==> src/hdl/adc_compute_pkg.sv <==
/*
  Package for the converter computation and control block: register offsets, field positions,
  reset values, stage and mode encodings and the carrier struct of the analog top-level port.
  Assumes a byte-wide register port with a 12-bit address and one system clock.
*/
package adc_compute_pkg;

  ////////////////////////////////////////////////////////////////////////////////
  // Register offsets (byte addresses)
  localparam logic [11:0] OFS_CONVERSION_CONTROL = 12'h111;
  localparam logic [11:0] OFS_SAMPLING_CONTROL   = 12'h112;
  localparam logic [11:0] OFS_COMPUTE_CONTROL    = 12'h113;
  localparam logic [11:0] OFS_THRESHOLD_CONTROL  = 12'h114;
  localparam logic [11:0] OFS_CONVERTER_STATUS   = 12'h115;
  localparam logic [11:0] OFS_REFERENCE_SELECT   = 12'h116;
  localparam logic [11:0] OFS_CLOCK_DIVIDER      = 12'h118;
  localparam logic [11:0] OFS_LOWER_LIMIT_L      = 12'h08C;
  localparam logic [11:0] OFS_LOWER_LIMIT_H      = 12'h08D;
  localparam logic [11:0] OFS_UPPER_LIMIT_L      = 12'h08E;
  localparam logic [11:0] OFS_UPPER_LIMIT_H      = 12'h08F;
  localparam logic [11:0] OFS_FILTER_L           = 12'h094;
  localparam logic [11:0] OFS_FILTER_H           = 12'h095;
  localparam logic [11:0] OFS_ACCUM_L            = 12'h096;
  localparam logic [11:0] OFS_ACCUM_H            = 12'h097;
  localparam logic [11:0] OFS_ACCUM_U            = 12'h098;
  localparam logic [11:0] OFS_REPEAT_COUNTER     = 12'h099;
  localparam logic [11:0] OFS_REPEAT_TARGET      = 12'h09A;
  localparam logic [11:0] OFS_PREVIOUS_L         = 12'h09B;
  localparam logic [11:0] OFS_PREVIOUS_H         = 12'h09C;
  localparam logic [11:0] OFS_RESULT_L           = 12'h09D;
  localparam logic [11:0] OFS_RESULT_H           = 12'h09E;

  ////////////////////////////////////////////////////////////////////////////////
  // Field positions
  localparam int BIT_ENABLE        = 7;
  localparam int BIT_CONTINUOUS    = 6;
  localparam int BIT_CLOCK_SELECT  = 4;
  localparam int BIT_GO            = 0;
  localparam int BIT_PRECHARGE_POLARITY          = 7;
  localparam int BIT_INVERTED_PRECHARGE_ENABLE          = 6;
  localparam int BIT_GUARD_POLARITY          = 5;
  localparam int BIT_DOUBLE_SAMPLE_ENABLE          = 0;
  localparam int BIT_PREVIOUS_SOURCE_SELECT          = 7;
  localparam int POS_SHIFT         = 4;
  localparam int BIT_ACCUMULATOR_CLEAR_CMD          = 3;
  localparam int POS_MODE          = 0;
  localparam int POS_ERRSEL        = 4;
  localparam int BIT_SOI           = 3;
  localparam int BIT_OVERFLOW      = 7;
  localparam int BIT_UPPER_FLAG    = 6;
  localparam int BIT_LOWER_FLAG    = 5;
  localparam int BIT_COMPUTATION_STATUS          = 4;
  localparam int BIT_NEGATIVE_REFERENCE_SELECT          = 4;

  localparam logic [7:0] REG_RESET = 8'h00;

  ////////////////////////////////////////////////////////////////////////////////
  // Encodings
  localparam logic [2:0] MODE_BASIC      = 3'h0;
  localparam logic [2:0] MODE_ACCUMULATE = 3'h1;
  localparam logic [2:0] MODE_AVERAGE    = 3'h2;
  localparam logic [2:0] MODE_BURST      = 3'h3;
  localparam logic [2:0] MODE_LOWPASS    = 3'h4;

  localparam logic [2:0] THR_NEVER   = 3'h0;
  localparam logic [2:0] THR_BELOW   = 3'h1;
  localparam logic [2:0] THR_ATLEAST = 3'h2;
  localparam logic [2:0] THR_INSIDE  = 3'h3;
  localparam logic [2:0] THR_OUTSIDE = 3'h4;
  localparam logic [2:0] THR_ATMOST  = 3'h5;
  localparam logic [2:0] THR_ABOVE   = 3'h6;
  localparam logic [2:0] THR_ALWAYS  = 3'h7;

  // Stage lengths in conversion-clock ticks
  localparam int PRECHARGE_TICKS   = 4;
  localparam int ACQUISITION_TICKS = 8;

  typedef enum logic [2:0] {IDLE, PRE1, ACQ1, CONV1, PRE2, ACQ2, CONV2} stage_e;

  typedef struct packed {
    logic precharge_level;
    logic guard_level;
    logic neg_ref_external;
    logic conv_start;
    logic conv_clk;
    logic busy;
  } analog_ctrl_s;

endpackage

==> src/hdl/adc_compute_control.sv <==
/*
  Control, computation and status logic of a successive-approximation converter with computation.
  Assumes the analog core answers conv_start with one conv_done pulse carrying a 12-bit sample,
  that all inputs are synchronous to i_clk, and that the dedicated oscillator arrives as a level.
*/
// How it works
// Inverted precharge flips second-pass polarities
// Guard starts at guard polarity level
// Double sample: two passes, first to previous
// Previous takes filter or result at start
// Low-pass time constant is two to shift
// Filter equals accumulator shifted right
// Software sets repeat count, avoids shift seven
// Clear command zeroes accumulator, overflow, counter
// Clear command drops only when clearing done
// Mode field picks computation mode
// Stop-on-interrupt ends continuous run on hit
// Otherwise go stays until software clears
// Threshold mode picks interrupt condition
// Overflow flag reports accumulator overflow
// Upper and lower threshold flags
// Computation status set on any update
// Cycle status field reports current stage
// Divider gives oscillator over twice divider plus one
// Negative reference select drives reference route
// Single mode clears go on completion
// Divider counter toggles clock at wrap
`timescale 1ns/100ps
module adc_compute_control
#(
  parameter int PRE_TICKS = adc_compute_pkg::PRECHARGE_TICKS,
  parameter int ACQ_TICKS = adc_compute_pkg::ACQUISITION_TICKS
) (
  // Clock, reset, enable
  input  wire logic                         i_clk,
  input  wire logic                         i_rst,
  input  wire logic                         i_ce,
  // Register port
  input  wire logic [11:0]                  i_addr,
  input  wire logic [7:0]                   i_wr_data,
  input  wire logic                         i_wr,
  input  wire logic                         i_rd,
  output logic      [7:0]                   o_rd_data,
  // Analog core
  input  wire logic                         i_dedicated_osc,
  input  wire logic                         i_conv_done,
  input  wire logic [11:0]                  i_conv_data,
  output adc_compute_pkg::analog_ctrl_s     o_analog,
  output logic                              o_threshold_event
);
  import adc_compute_pkg::*;

  if (PRE_TICKS < 1 || PRE_TICKS > 8191 || ACQ_TICKS < 1 || ACQ_TICKS > 8191) begin : g_bad_ticks
    $error("Stage tick counts out of range");
  end

  localparam logic [12:0] PRE_LOAD = 13'(PRE_TICKS);
  localparam logic [12:0] ACQ_LOAD = 13'(ACQ_TICKS);

  typedef struct packed {
    stage_e      stage;
    logic [12:0] stage_cnt;
    logic [5:0]  div_cnt;
    logic        conv_clk;
    logic        osc_prev;
    logic [7:0]  conv_ctl;
    logic [7:0]  samp_ctl;
    logic [7:0]  comp_ctl;
    logic [7:0]  thr_ctl;
    logic [7:0]  ref_sel;
    logic [7:0]  clk_div;
    logic [7:0]  repeat_target;
    logic [7:0]  repeat_counter;
    logic [15:0] upper_limit;
    logic [15:0] lower_limit;
    logic [15:0] result;
    logic [15:0] previous;
    logic [15:0] filter_output;
    logic [17:0] accumulator;
    logic        accumulator_overflow;
    logic        upper_flag;
    logic        lower_flag;
    logic        computation_status;
    logic        thr_event;
    logic        conv_start;
    logic        precharge_lvl;
    logic        guard_lvl;
    logic        busy;
    logic [7:0]  rd_data;
  } state_s;

  state_s st;
  state_s next_st;
  logic   tick;
  logic   finish;
  logic   check;
  logic   hit;

  ////////////////////////////////////////////////////////////////////////////////
  // Helpers
  function automatic logic [2:0] stage_code(input stage_e s);
    unique case (s)
      IDLE:  stage_code = 3'h0;
      PRE1:  stage_code = 3'h1;
      ACQ1:  stage_code = 3'h2;
      CONV1: stage_code = 3'h3;
      PRE2:  stage_code = 3'h5;
      ACQ2:  stage_code = 3'h6;
      CONV2: stage_code = 3'h7;
      default: stage_code = 3'h0;
    endcase
  endfunction

  function automatic logic thr_hit(input logic [2:0] m, input logic [15:0] err,
                                   input logic [15:0] uth, input logic [15:0] lth);
    logic above;
    logic below;
    above = $signed({1'b0, err}) > $signed({uth[15], uth});
    below = $signed({1'b0, err}) < $signed({lth[15], lth});
    unique case (m)
      THR_ALWAYS:  thr_hit = 1'b1;
      THR_ABOVE:   thr_hit = above;
      THR_ATMOST:  thr_hit = !above;
      THR_OUTSIDE: thr_hit = below || above;
      THR_INSIDE:  thr_hit = ($signed({1'b0, err}) > $signed({lth[15], lth})) && !above && (err != uth);
      THR_ATLEAST: thr_hit = !below;
      THR_BELOW:   thr_hit = below;
      THR_NEVER:   thr_hit = 1'b0;
    endcase
  endfunction

  function automatic logic [15:0] shift_out(input logic [17:0] acc, input logic [2:0] sh);
    logic [17:0] t;
    t = acc >> sh;
    shift_out = t[15:0];
  endfunction

  ////////////////////////////////////////////////////////////////////////////////
  // Next state
  always_comb begin
    logic [17:0] sample;
    logic [18:0] sum;
    logic [7:0]  cnt_inc;
    logic [2:0]  mode;
    logic [2:0]  sh;
    logic [15:0] err;
    logic        pol_flip;
    sample   = {6'h00, i_conv_data};
    sum      = 19'h00000;
    cnt_inc  = (st.repeat_counter == 8'hFF) ? 8'hFF : st.repeat_counter + 8'h01;
    mode     = st.comp_ctl[POS_MODE +: 3];
    sh       = st.comp_ctl[POS_SHIFT +: 3];
    err      = 16'h0000;
    pol_flip = st.samp_ctl[BIT_INVERTED_PRECHARGE_ENABLE] && st.samp_ctl[BIT_DOUBLE_SAMPLE_ENABLE];
    tick     = 1'b0;
    finish   = 1'b0;
    check    = 1'b0;
    hit      = 1'b0;
    next_st  = st;
    next_st.conv_start = 1'b0;
    next_st.thr_event  = 1'b0;
    next_st.rd_data    = 8'h00;
    next_st.osc_prev   = i_dedicated_osc;

    // Conversion clock
    if (st.conv_ctl[BIT_CLOCK_SELECT]) begin
      tick = i_dedicated_osc && !st.osc_prev;
    end else if (st.div_cnt >= st.clk_div[5:0]) begin
      next_st.div_cnt  = 6'h00;
      next_st.conv_clk = !st.conv_clk;
      tick             = !st.conv_clk;
    end else begin
      next_st.div_cnt = st.div_cnt + 6'h01;
    end

    // Register writes
    if (i_wr) begin
      unique case (i_addr)
        OFS_CONVERSION_CONTROL: next_st.conv_ctl = i_wr_data & 8'hD1;
        OFS_SAMPLING_CONTROL:   next_st.samp_ctl = i_wr_data & 8'hE1;
        OFS_COMPUTE_CONTROL:    next_st.comp_ctl = {i_wr_data[7:4], st.comp_ctl[BIT_ACCUMULATOR_CLEAR_CMD] | i_wr_data[3],
                                                    i_wr_data[2:0]};
        OFS_THRESHOLD_CONTROL:  next_st.thr_ctl  = i_wr_data & 8'h7F;
        OFS_CONVERTER_STATUS:   next_st.computation_status     = st.computation_status & i_wr_data[BIT_COMPUTATION_STATUS];
        OFS_REFERENCE_SELECT:   next_st.ref_sel  = i_wr_data & 8'h13;
        OFS_CLOCK_DIVIDER:      next_st.clk_div  = i_wr_data & 8'h3F;
        OFS_REPEAT_TARGET:      next_st.repeat_target = i_wr_data;
        OFS_REPEAT_COUNTER:     next_st.repeat_counter = i_wr_data;
        OFS_LOWER_LIMIT_L:      next_st.lower_limit[7:0]  = i_wr_data;
        OFS_LOWER_LIMIT_H:      next_st.lower_limit[15:8] = i_wr_data;
        OFS_UPPER_LIMIT_L:      next_st.upper_limit[7:0]  = i_wr_data;
        OFS_UPPER_LIMIT_H:      next_st.upper_limit[15:8] = i_wr_data;
        default: ;
      endcase
    end

    // Sequencer
    if (st.stage != IDLE && !st.conv_ctl[BIT_GO]) begin
      next_st.stage = IDLE; // Software abort: no computation
    end else begin
      unique case (st.stage)
        IDLE: begin
          if (st.conv_ctl[BIT_GO] && st.conv_ctl[BIT_ENABLE]) begin
            next_st.previous      = st.comp_ctl[BIT_PREVIOUS_SOURCE_SELECT] ? st.filter_output : st.result;
            next_st.stage         = PRE1;
            next_st.stage_cnt     = PRE_LOAD;
            next_st.precharge_lvl = st.samp_ctl[BIT_PRECHARGE_POLARITY];
            next_st.guard_lvl     = st.samp_ctl[BIT_GUARD_POLARITY];
          end
        end
        PRE1, PRE2: begin
          if (tick) begin
            if (st.stage_cnt == 13'h0001) begin
              next_st.stage     = (st.stage == PRE1) ? ACQ1 : ACQ2;
              next_st.stage_cnt = ACQ_LOAD;
            end else begin
              next_st.stage_cnt = st.stage_cnt - 13'h0001;
            end
          end
        end
        ACQ1, ACQ2: begin
          if (tick) begin
            if (st.stage_cnt == 13'h0001) begin
              next_st.stage      = (st.stage == ACQ1) ? CONV1 : CONV2;
              next_st.conv_start = 1'b1;
            end else begin
              next_st.stage_cnt = st.stage_cnt - 13'h0001;
            end
          end
        end
        CONV1, CONV2: begin
          if (i_conv_done) begin
            next_st.result = {4'h0, i_conv_data};
            if (st.stage == CONV1 && st.samp_ctl[BIT_DOUBLE_SAMPLE_ENABLE]) begin
              next_st.previous      = {4'h0, i_conv_data};
              next_st.stage         = PRE2;
              next_st.stage_cnt     = PRE_LOAD;
              next_st.precharge_lvl = st.samp_ctl[BIT_PRECHARGE_POLARITY] ^ pol_flip;
              next_st.guard_lvl     = st.samp_ctl[BIT_GUARD_POLARITY] ^ pol_flip;
            end else begin
              next_st.stage = IDLE;
              finish        = 1'b1;
            end
          end
        end
      endcase
    end

    // Computation at the end of a trigger
    if (finish) begin
      unique case (mode)
        MODE_ACCUMULATE: begin
          sum   = {1'b0, st.accumulator} + {1'b0, sample};
          check = 1'b1;
        end
        MODE_AVERAGE, MODE_BURST: begin
          sum   = (st.repeat_counter >= st.repeat_target) ? {1'b0, sample}
                                                          : {1'b0, st.accumulator} + {1'b0, sample};
          check = ((st.repeat_counter >= st.repeat_target) ? 8'h01 : cnt_inc) >= st.repeat_target;
        end
        MODE_LOWPASS: begin
          sum   = {1'b0, st.accumulator} + {1'b0, sample} - {1'b0, st.accumulator >> sh};
          check = cnt_inc >= st.repeat_target;
        end
        default: check = 1'b1; // Basic and reserved codes
      endcase
      if (mode == MODE_ACCUMULATE || mode == MODE_AVERAGE || mode == MODE_BURST || mode == MODE_LOWPASS) begin
        next_st.accumulator    = sum[17:0];
        next_st.filter_output  = shift_out(sum[17:0], sh);
        next_st.repeat_counter = ((mode == MODE_AVERAGE || mode == MODE_BURST) &&
                                  st.repeat_counter >= st.repeat_target) ? 8'h01 : cnt_inc;
        next_st.computation_status           = 1'b1;
        if (sum[18]) begin
          next_st.accumulator_overflow = 1'b1;
        end
        err = shift_out(sum[17:0], sh);
      end else begin
        err = {4'h0, i_conv_data};
      end
      if (check) begin
        next_st.upper_flag = $signed({1'b0, err}) > $signed({st.upper_limit[15], st.upper_limit});
        next_st.lower_flag = $signed({1'b0, err}) < $signed({st.lower_limit[15], st.lower_limit});
        next_st.computation_status       = 1'b1;
        hit                = thr_hit(st.thr_ctl[2:0], err, st.upper_limit, st.lower_limit);
        next_st.thr_event  = hit;
      end
      // Burst average keeps the trigger open until the repeat target is met
      if (mode != MODE_BURST || check) begin
        if (!st.conv_ctl[BIT_CONTINUOUS]) begin
          next_st.conv_ctl[BIT_GO] = 1'b0;
        end else if (st.thr_ctl[BIT_SOI] && hit) begin
          next_st.conv_ctl[BIT_GO] = 1'b0;
        end
      end
    end

    // Clear waits for a tick, so it lags slow clocks; a finishing computation defers it
    if (st.comp_ctl[BIT_ACCUMULATOR_CLEAR_CMD] && tick && !finish) begin
      next_st.accumulator          = 18'h00000;
      next_st.accumulator_overflow = 1'b0;
      next_st.repeat_counter       = 8'h00;
      next_st.comp_ctl[BIT_ACCUMULATOR_CLEAR_CMD]   = 1'b0;
      next_st.computation_status                 = 1'b1;
    end

    // Register reads, answered in the next cycle
    if (i_rd) begin
      unique case (i_addr)
        OFS_CONVERSION_CONTROL: next_st.rd_data = st.conv_ctl;
        OFS_SAMPLING_CONTROL:   next_st.rd_data = st.samp_ctl;
        OFS_COMPUTE_CONTROL:    next_st.rd_data = st.comp_ctl;
        OFS_THRESHOLD_CONTROL:  next_st.rd_data = st.thr_ctl;
        OFS_CONVERTER_STATUS:   next_st.rd_data = {st.accumulator_overflow, st.upper_flag, st.lower_flag,
                                                   st.computation_status, 1'b0, stage_code(st.stage)};
        OFS_REFERENCE_SELECT:   next_st.rd_data = st.ref_sel;
        OFS_CLOCK_DIVIDER:      next_st.rd_data = st.clk_div;
        OFS_REPEAT_TARGET:      next_st.rd_data = st.repeat_target;
        OFS_REPEAT_COUNTER:     next_st.rd_data = st.repeat_counter;
        OFS_LOWER_LIMIT_L:      next_st.rd_data = st.lower_limit[7:0];
        OFS_LOWER_LIMIT_H:      next_st.rd_data = st.lower_limit[15:8];
        OFS_UPPER_LIMIT_L:      next_st.rd_data = st.upper_limit[7:0];
        OFS_UPPER_LIMIT_H:      next_st.rd_data = st.upper_limit[15:8];
        OFS_FILTER_L:           next_st.rd_data = st.filter_output[7:0];
        OFS_FILTER_H:           next_st.rd_data = st.filter_output[15:8];
        OFS_ACCUM_L:            next_st.rd_data = st.accumulator[7:0];
        OFS_ACCUM_H:            next_st.rd_data = st.accumulator[15:8];
        OFS_ACCUM_U:            next_st.rd_data = {6'h00, st.accumulator[17:16]};
        OFS_PREVIOUS_L:         next_st.rd_data = st.previous[7:0];
        OFS_PREVIOUS_H:         next_st.rd_data = st.previous[15:8];
        OFS_RESULT_L:           next_st.rd_data = st.result[7:0];
        OFS_RESULT_H:           next_st.rd_data = st.result[15:8];
        default:                next_st.rd_data = 8'h00;
      endcase
    end
    next_st.busy = next_st.stage != IDLE;
  end

  ////////////////////////////////////////////////////////////////////////////////
  // State register
  always_ff @(posedge i_clk) begin
    if (i_rst) begin
      st       <= '0;
      st.stage <= IDLE;
    end else if (i_ce) begin
      st <= next_st;
    end
  end

  assign o_rd_data         = st.rd_data;
  assign o_threshold_event = st.thr_event;
  assign o_analog          = '{precharge_level:  st.precharge_lvl,
                               guard_level:      st.guard_lvl,
                               neg_ref_external: st.ref_sel[BIT_NEGATIVE_REFERENCE_SELECT],
                               conv_start:       st.conv_start,
                               conv_clk:         st.conv_clk,
                               busy:             st.busy};

  ////////////////////////////////////////////////////////////////////////////////
  // Checks
  a_single_go_clear: assert property (@(posedge i_clk) disable iff (i_rst)
    (i_ce && finish && !st.conv_ctl[BIT_CONTINUOUS] && check && !i_wr) |=> !st.conv_ctl[BIT_GO])
    else $error("go not cleared after single trigger");
  a_soi_stop: assert property (@(posedge i_clk) disable iff (i_rst)
    (i_ce && finish && st.conv_ctl[BIT_CONTINUOUS] && st.thr_ctl[BIT_SOI] && hit && !i_wr)
    |=> !st.conv_ctl[BIT_GO])
    else $error("go not cleared on threshold stop");
  a_continuous_operation_keep_go: assert property (@(posedge i_clk) disable iff (i_rst)
    (i_ce && finish && st.conv_ctl[BIT_CONTINUOUS] && !st.thr_ctl[BIT_SOI] && !i_wr)
    |=> st.conv_ctl[BIT_GO])
    else $error("go cleared by hardware in continuous run");
  a_double_pass: assert property (@(posedge i_clk) disable iff (i_rst)
    (i_ce && st.stage == CONV1 && i_conv_done && st.conv_ctl[BIT_GO] && st.samp_ctl[BIT_DOUBLE_SAMPLE_ENABLE])
    |=> st.stage == PRE2 && st.previous == {4'h0, $past(i_conv_data)})
    else $error("double sample did not start second pass");
  a_previous_source: assert property (@(posedge i_clk) disable iff (i_rst)
    (i_ce && st.stage == IDLE && next_st.stage == PRE1)
    |=> st.previous == ($past(st.comp_ctl[BIT_PREVIOUS_SOURCE_SELECT]) ? $past(st.filter_output) : $past(st.result)))
    else $error("previous result copied from wrong source");
  a_second_polarity: assert property (@(posedge i_clk) disable iff (i_rst)
    (st.stage == PRE2 && $stable(st.samp_ctl)) |->
    o_analog.guard_level == (st.samp_ctl[BIT_GUARD_POLARITY] ^ st.samp_ctl[BIT_INVERTED_PRECHARGE_ENABLE]) &&
    o_analog.precharge_level == (st.samp_ctl[BIT_PRECHARGE_POLARITY] ^ st.samp_ctl[BIT_INVERTED_PRECHARGE_ENABLE]))
    else $error("second pass polarity wrong");
  a_clear_done: assert property (@(posedge i_clk) disable iff (i_rst)
    (i_ce && st.comp_ctl[BIT_ACCUMULATOR_CLEAR_CMD] && tick && !finish && !i_wr)
    |=> st.accumulator == 18'h00000 && st.repeat_counter == 8'h00 && !st.accumulator_overflow &&
        !st.comp_ctl[BIT_ACCUMULATOR_CLEAR_CMD])
    else $error("accumulator clear incomplete");
  a_divider_wrap: assert property (@(posedge i_clk) disable iff (i_rst)
    (i_ce && !st.conv_ctl[BIT_CLOCK_SELECT] && st.div_cnt < st.clk_div[5:0]) |=> $stable(st.conv_clk))
    else $error("conversion clock toggled before wrap");
  a_computation_status_update: assert property (@(posedge i_clk) disable iff (i_rst)
    (i_ce && finish && st.comp_ctl[2:0] == MODE_ACCUMULATE) |=> st.computation_status)
    else $error("computation status not set");

endmodule // adc_compute_control

==> config.mk <==
export PLATFORM = sky130hd
export DESIGN_NAME = adc_compute_control
export DESIGN_NICKNAME = d
export VERILOG_FILES = /design/src/hdl/adc_compute_pkg.sv /design/src/hdl/adc_compute_control.sv
export SDC_FILE = /design/constraint.sdc
export NUM_CORES = 1
export LEC_CHECK = 0
export ABC_AREA = 1
export BUFFER_PORTS_ARGS = -buffer_cell sky130_fd_sc_hd__buf_2
export CORE_MARGIN = 2
export CORE_UTILIZATION = 33
export CTS_CLUSTER_SIZE = 40
export DETAILED_ROUTE_END_ITERATION = 12
export HOLD_SLACK_MARGIN = 0.03
export PLACE_DENSITY_LB_ADDON = 0.3
export SKIP_LAST_GASP = 1
export SYNTH_ARGS = -nofsm -noshare
export SYNTH_HDL_FRONTEND = slang
export SYNTH_SLANG_ARGS = --single-unit
==> constraint.sdc <==
create_clock -name i_clk -period 5.85 [get_ports i_clk]
set_input_delay 0.2925 -clock i_clk [delete_from_list [all_inputs] [get_ports i_clk]]
set_output_delay 0.2925 -clock i_clk [all_outputs]
set_load 0.03 [all_outputs]
==> flow_metrics.py <==
metrics = {
    "status": {
        "status": "finished, final reports clean",
    },
    "layout": {
        "mostFrequentLayoutCells": "sky130_fd_sc_hd__nand2_1 (430), sky130_fd_sc_hd__inv_1 (247), sky130_fd_sc_hd__a21oi_1 (203)",
        "antennaDiodeCount": 0,
        "final_common_cell": "sky130_fd_sc_hd__nand2_1",
        "layoutNonFillerInstCount": 2752,
        "layout-area-overhead-vs-synth_pct": 17.9,
        "fillCellCount": 4339,
        "postLayoutCoreUtil": 0.396,
        "multiInputGateArea_mm2": 0.00921,
        "regArea_mm2": 0.00368,
        "post_route_cells_drive_above_1_share": 0.163,
        "finish.net_count": 2346,
        "final_cell_area_mm2": 0.0163,
    },
    "placed_design": {
        "place_hpwl_um": 43700,
        "placed_cells": 2700,
        "detailed_place.area_mm2": 0.0149,
        "placement.setup.worst_slack_ns": -0.108,
        "gp_congestion": 1.02,
        "numPortBuffers": 53,
    },
    "route": {
        "total_via_count_after_detailed_routing": 15498,
        "drt-initial-drc-count": 1799,
        "wl_um": 57400,
        "vias_per_cell": 5.63,
        "antenna_violation_net_count_after_detailed_routing": 0,
        "dr.pass1.iters": 7,
        "drt_drc_violations_left": 0,
        "avgRoutedWirePerCell_um": 20.8,
    },
    "sta": {
        "final_min_period_over_clock_period": 0.960,
        "max_slew_margin": 0.280,
        "fmax_ghz": 0.178,
        "fin_tns_setup_ns": 0,
        "maxSlewViolCount": 0,
        "finClkSkew_ns": 0.0128,
        "setup_viol_count_final": 0,
        "finalCriticalPeriod_ns": 5.61,
        "hold_viol": 0,
        "fin_worst_hold_slack_ns": 0.129,
        "max_slew.worst_pin.slew_ns": 1.08,
        "setup_slack_ns": 0.235,
    },
    "power_and_ir_drop": {
        "peakVddDrop_mv": 0.209,
        "p_leak_nw": 6.56,
        "power_density_cells_mw_per_mm2": 175,
        "report.power.total_mw": 2.85,
    },
    "worst_setup_path": {
        "cp_max_fo": 5,
        "worstSetupPathType": "flip-flop to flip-flop",
        "endpoint_kind": "flip-flop",
        "critPathLaunchType": "flip-flop",
        "worst_ep_arrival_time_ns": 6.02,
        "max_stage_delay_ns": 0.49,
        "crit_slowest_cell": "sky130_fd_sc_hd__dfxtp_2",
        "worst_path_most_repeated_cell": "sky130_fd_sc_hd__nand2_1",
        "cp_data_required_time_ns": 6.25,
    },
    "floorplan": {
        "floorplan_die_width_um": 208,
        "total_die_area_mm2": 0.0434,
        "core_mm2": 0.0410,
        "std_cell_rows": 74,
        "floorplan.initialDensity": 0.336,
        "die_h_um": 208,
        "ioPinCount": 54,
    },
    "hold_path": {
        "hold_path.class": "primary input to flip-flop",
    },
    "logic_synthesis": {
        "synth_area_mm2": 0.0138,
        "syn_nets": 2258,
        "sequential_area_share_after_synthesis": 0.266,
        "post_synth_num_cell_types": 60,
        "synth.avg_cell_area_um2": 6.50,
        "syn_inst": 2119,
        "ys_ff_latch": 183,
        "synth.yosys.warnings": 0,
    },
    "global_routing": {
        "overflow": 0,
        "grtUsageTotal": 0.256,
        "wire_length_of_the_first_global_routing_pass_um": 85000,
        "largest_net_degree_at_the_start_of_global_routing": 73,
        "via_count_of_the_first_global_routing_pass": 14139,
        "grt_antenna_before_repair": 2,
    },
    "clock_tree": {
        "cts_made_buffers": 17,
        "clk_pin_slew_worst_paths_ns": 0.09,
        "clkSinkCount": 183,
        "hold_buffers": 0,
        "worst_skew_pair.late_latency_ns": 0.47,
        "clockBufferDepth": 2,
        "clock-root-buffer": "sky130_fd_sc_hd__clkbuf_16",
        "htreeDepth": 4,
        "tritoncts": "done",
    },
    "job": {
        "cap_violations": 0,
    },
}
-- critical path, delay by kind of cell, from the launching register on --
family / cells / cell delay [ns]
AO/OA/AOI/OAI: 11 / 1.79
AND/OR/NAND/NOR: 16 / 1.48
adder cells (fa/ha/maj): 3 / 1.05
flip-flops: 1 / 0.49
XOR/XNOR: 2 / 0.48
buffers and inverters: 2 / 0.23
-- what timing repair did --
item / in CTS / in global routing
resized for setup: 4 / 144
hold endpoints to repair: 0 / 0
pin swaps: 2 / 42
setup buffers: 1 / 16
endpoints found under the setup margin: 1 / 4
cloned: 0 / 3
-- sequential cells by signal, indices dropped and copies added (netlist names) --
name	cells
o_analog	6
st	168
o_threshold_event	1
o_rd_data	8
-- routing by layer --
| layer | up-vias | wire (um) | GRT usage |
|---|---|---|---|
| li1 | 7376 | - | - |
| met1 | 7213 | 24800 | 0.351 |
| met2 | 765 | 24200 | 0.390 |
| met3 | 142 | 5830 | 0.0521 |
| met4 | 2 | 2530 | 0.104 |
| met5 | - | 13 | 0 |
-- power breakdown --
group	internal, mW	total (mW)	switching [mW]
clock network	0.587	1.22	0.630
registers	1.26	1.27	0.0125
logic	0.121	0.363	0.242
total	1.97	2.85	0.884
-- cell type report --
type,instances,share of cell area
sequential,183,0.226
timing repair inverter,1,0.000462
timing repair buffer,156,0.0670
tap,532,0.0409
clock buffer,18,0.0270
clock inverter,14,0.00985
inverter,267,0.0619
multi-input combinational,1581,0.566
-- kinds of logic (layout without fill, tap and decap cells) --
group / count (synthesis) / after routing / share of synthesized area
compound gates: 596 / 596 / 0.245
xor+xnor: 33 / 33 / 0.0210
fa+ha+maj: 100 / 100 / 0.0919
buf+inv: 355 / 456 / 0.106
flops: 183 / 183 / 0.266
mux: 3 / 3 / 0.00218
simple gates: 849 / 849 / 0.269
-- worst paths after layout --
| path | startpoint | end | slack [ns] | cells after the start |
|---|---|---|---|---|
| worst min-delay path | i_rd | o_rd_data[6] | 0.13 | 3 |
| worst max register to register | st[24] | st[171] | 0.24 | 34 |
| worst min register to register | st[199] | st[199] | 0.47 | 2 |
| worst max-delay path | st[24] | st[171] | 0.24 | 34 |
-- synthesized netlist by cell type (all sizes together) --
| cell | n | area (um^2) |
|---|---|---|
| o21ai | 233 | 1170 |
| and2 | 1 | 6.26 |
| o221ai | 8 | 76.3 |
| xor2 | 19 | 166 |
| fa | 2 | 40.0 |
| nor3 | 29 | 183 |
| or2 | 5 | 31.3 |
| o21a | 2 | 15.0 |
| nand3b | 3 | 22.5 |
| a31o | 1 | 8.76 |
| ha | 98 | 1230 |
| or3 | 1 | 6.26 |
| o21bai | 1 | 7.51 |
| a21oi | 223 | 1140 |
| xnor2 | 14 | 123 |
| nand4 | 29 | 181 |
| a21boi | 1 | 7.51 |
| nand2 | 452 | 1730 |
| a31oi | 20 | 125 |
| o41ai | 3 | 26.3 |
| clkinv | 8 | 30.0 |
| nand3 | 159 | 856 |
| nor4 | 5 | 31.3 |
| mux2i | 3 | 30.0 |
| nor3b | 1 | 12.5 |
| o32ai | 2 | 17.5 |
| a221oi | 18 | 158 |
| a32o | 1 | 10.0 |
| o2111ai | 4 | 35.0 |
| dfxtp | 183 | 3660 |
| a32oi | 1 | 8.76 |
| a211oi | 18 | 135 |
| a22oi | 1 | 7.51 |
| o22ai | 29 | 181 |
| inv | 259 | 972 |
| buf | 45 | 292 |
| o211ai | 21 | 168 |
| a41oi | 1 | 8.76 |
| nor2 | 164 | 648 |
| o31ai | 4 | 30.0 |
| a311oi | 1 | 8.76 |
| clkbuf | 43 | 161 |
| a2111oi | 1 | 8.76 |
| a21o | 2 | 15.0 |
(Power assumes the default switching activity.)
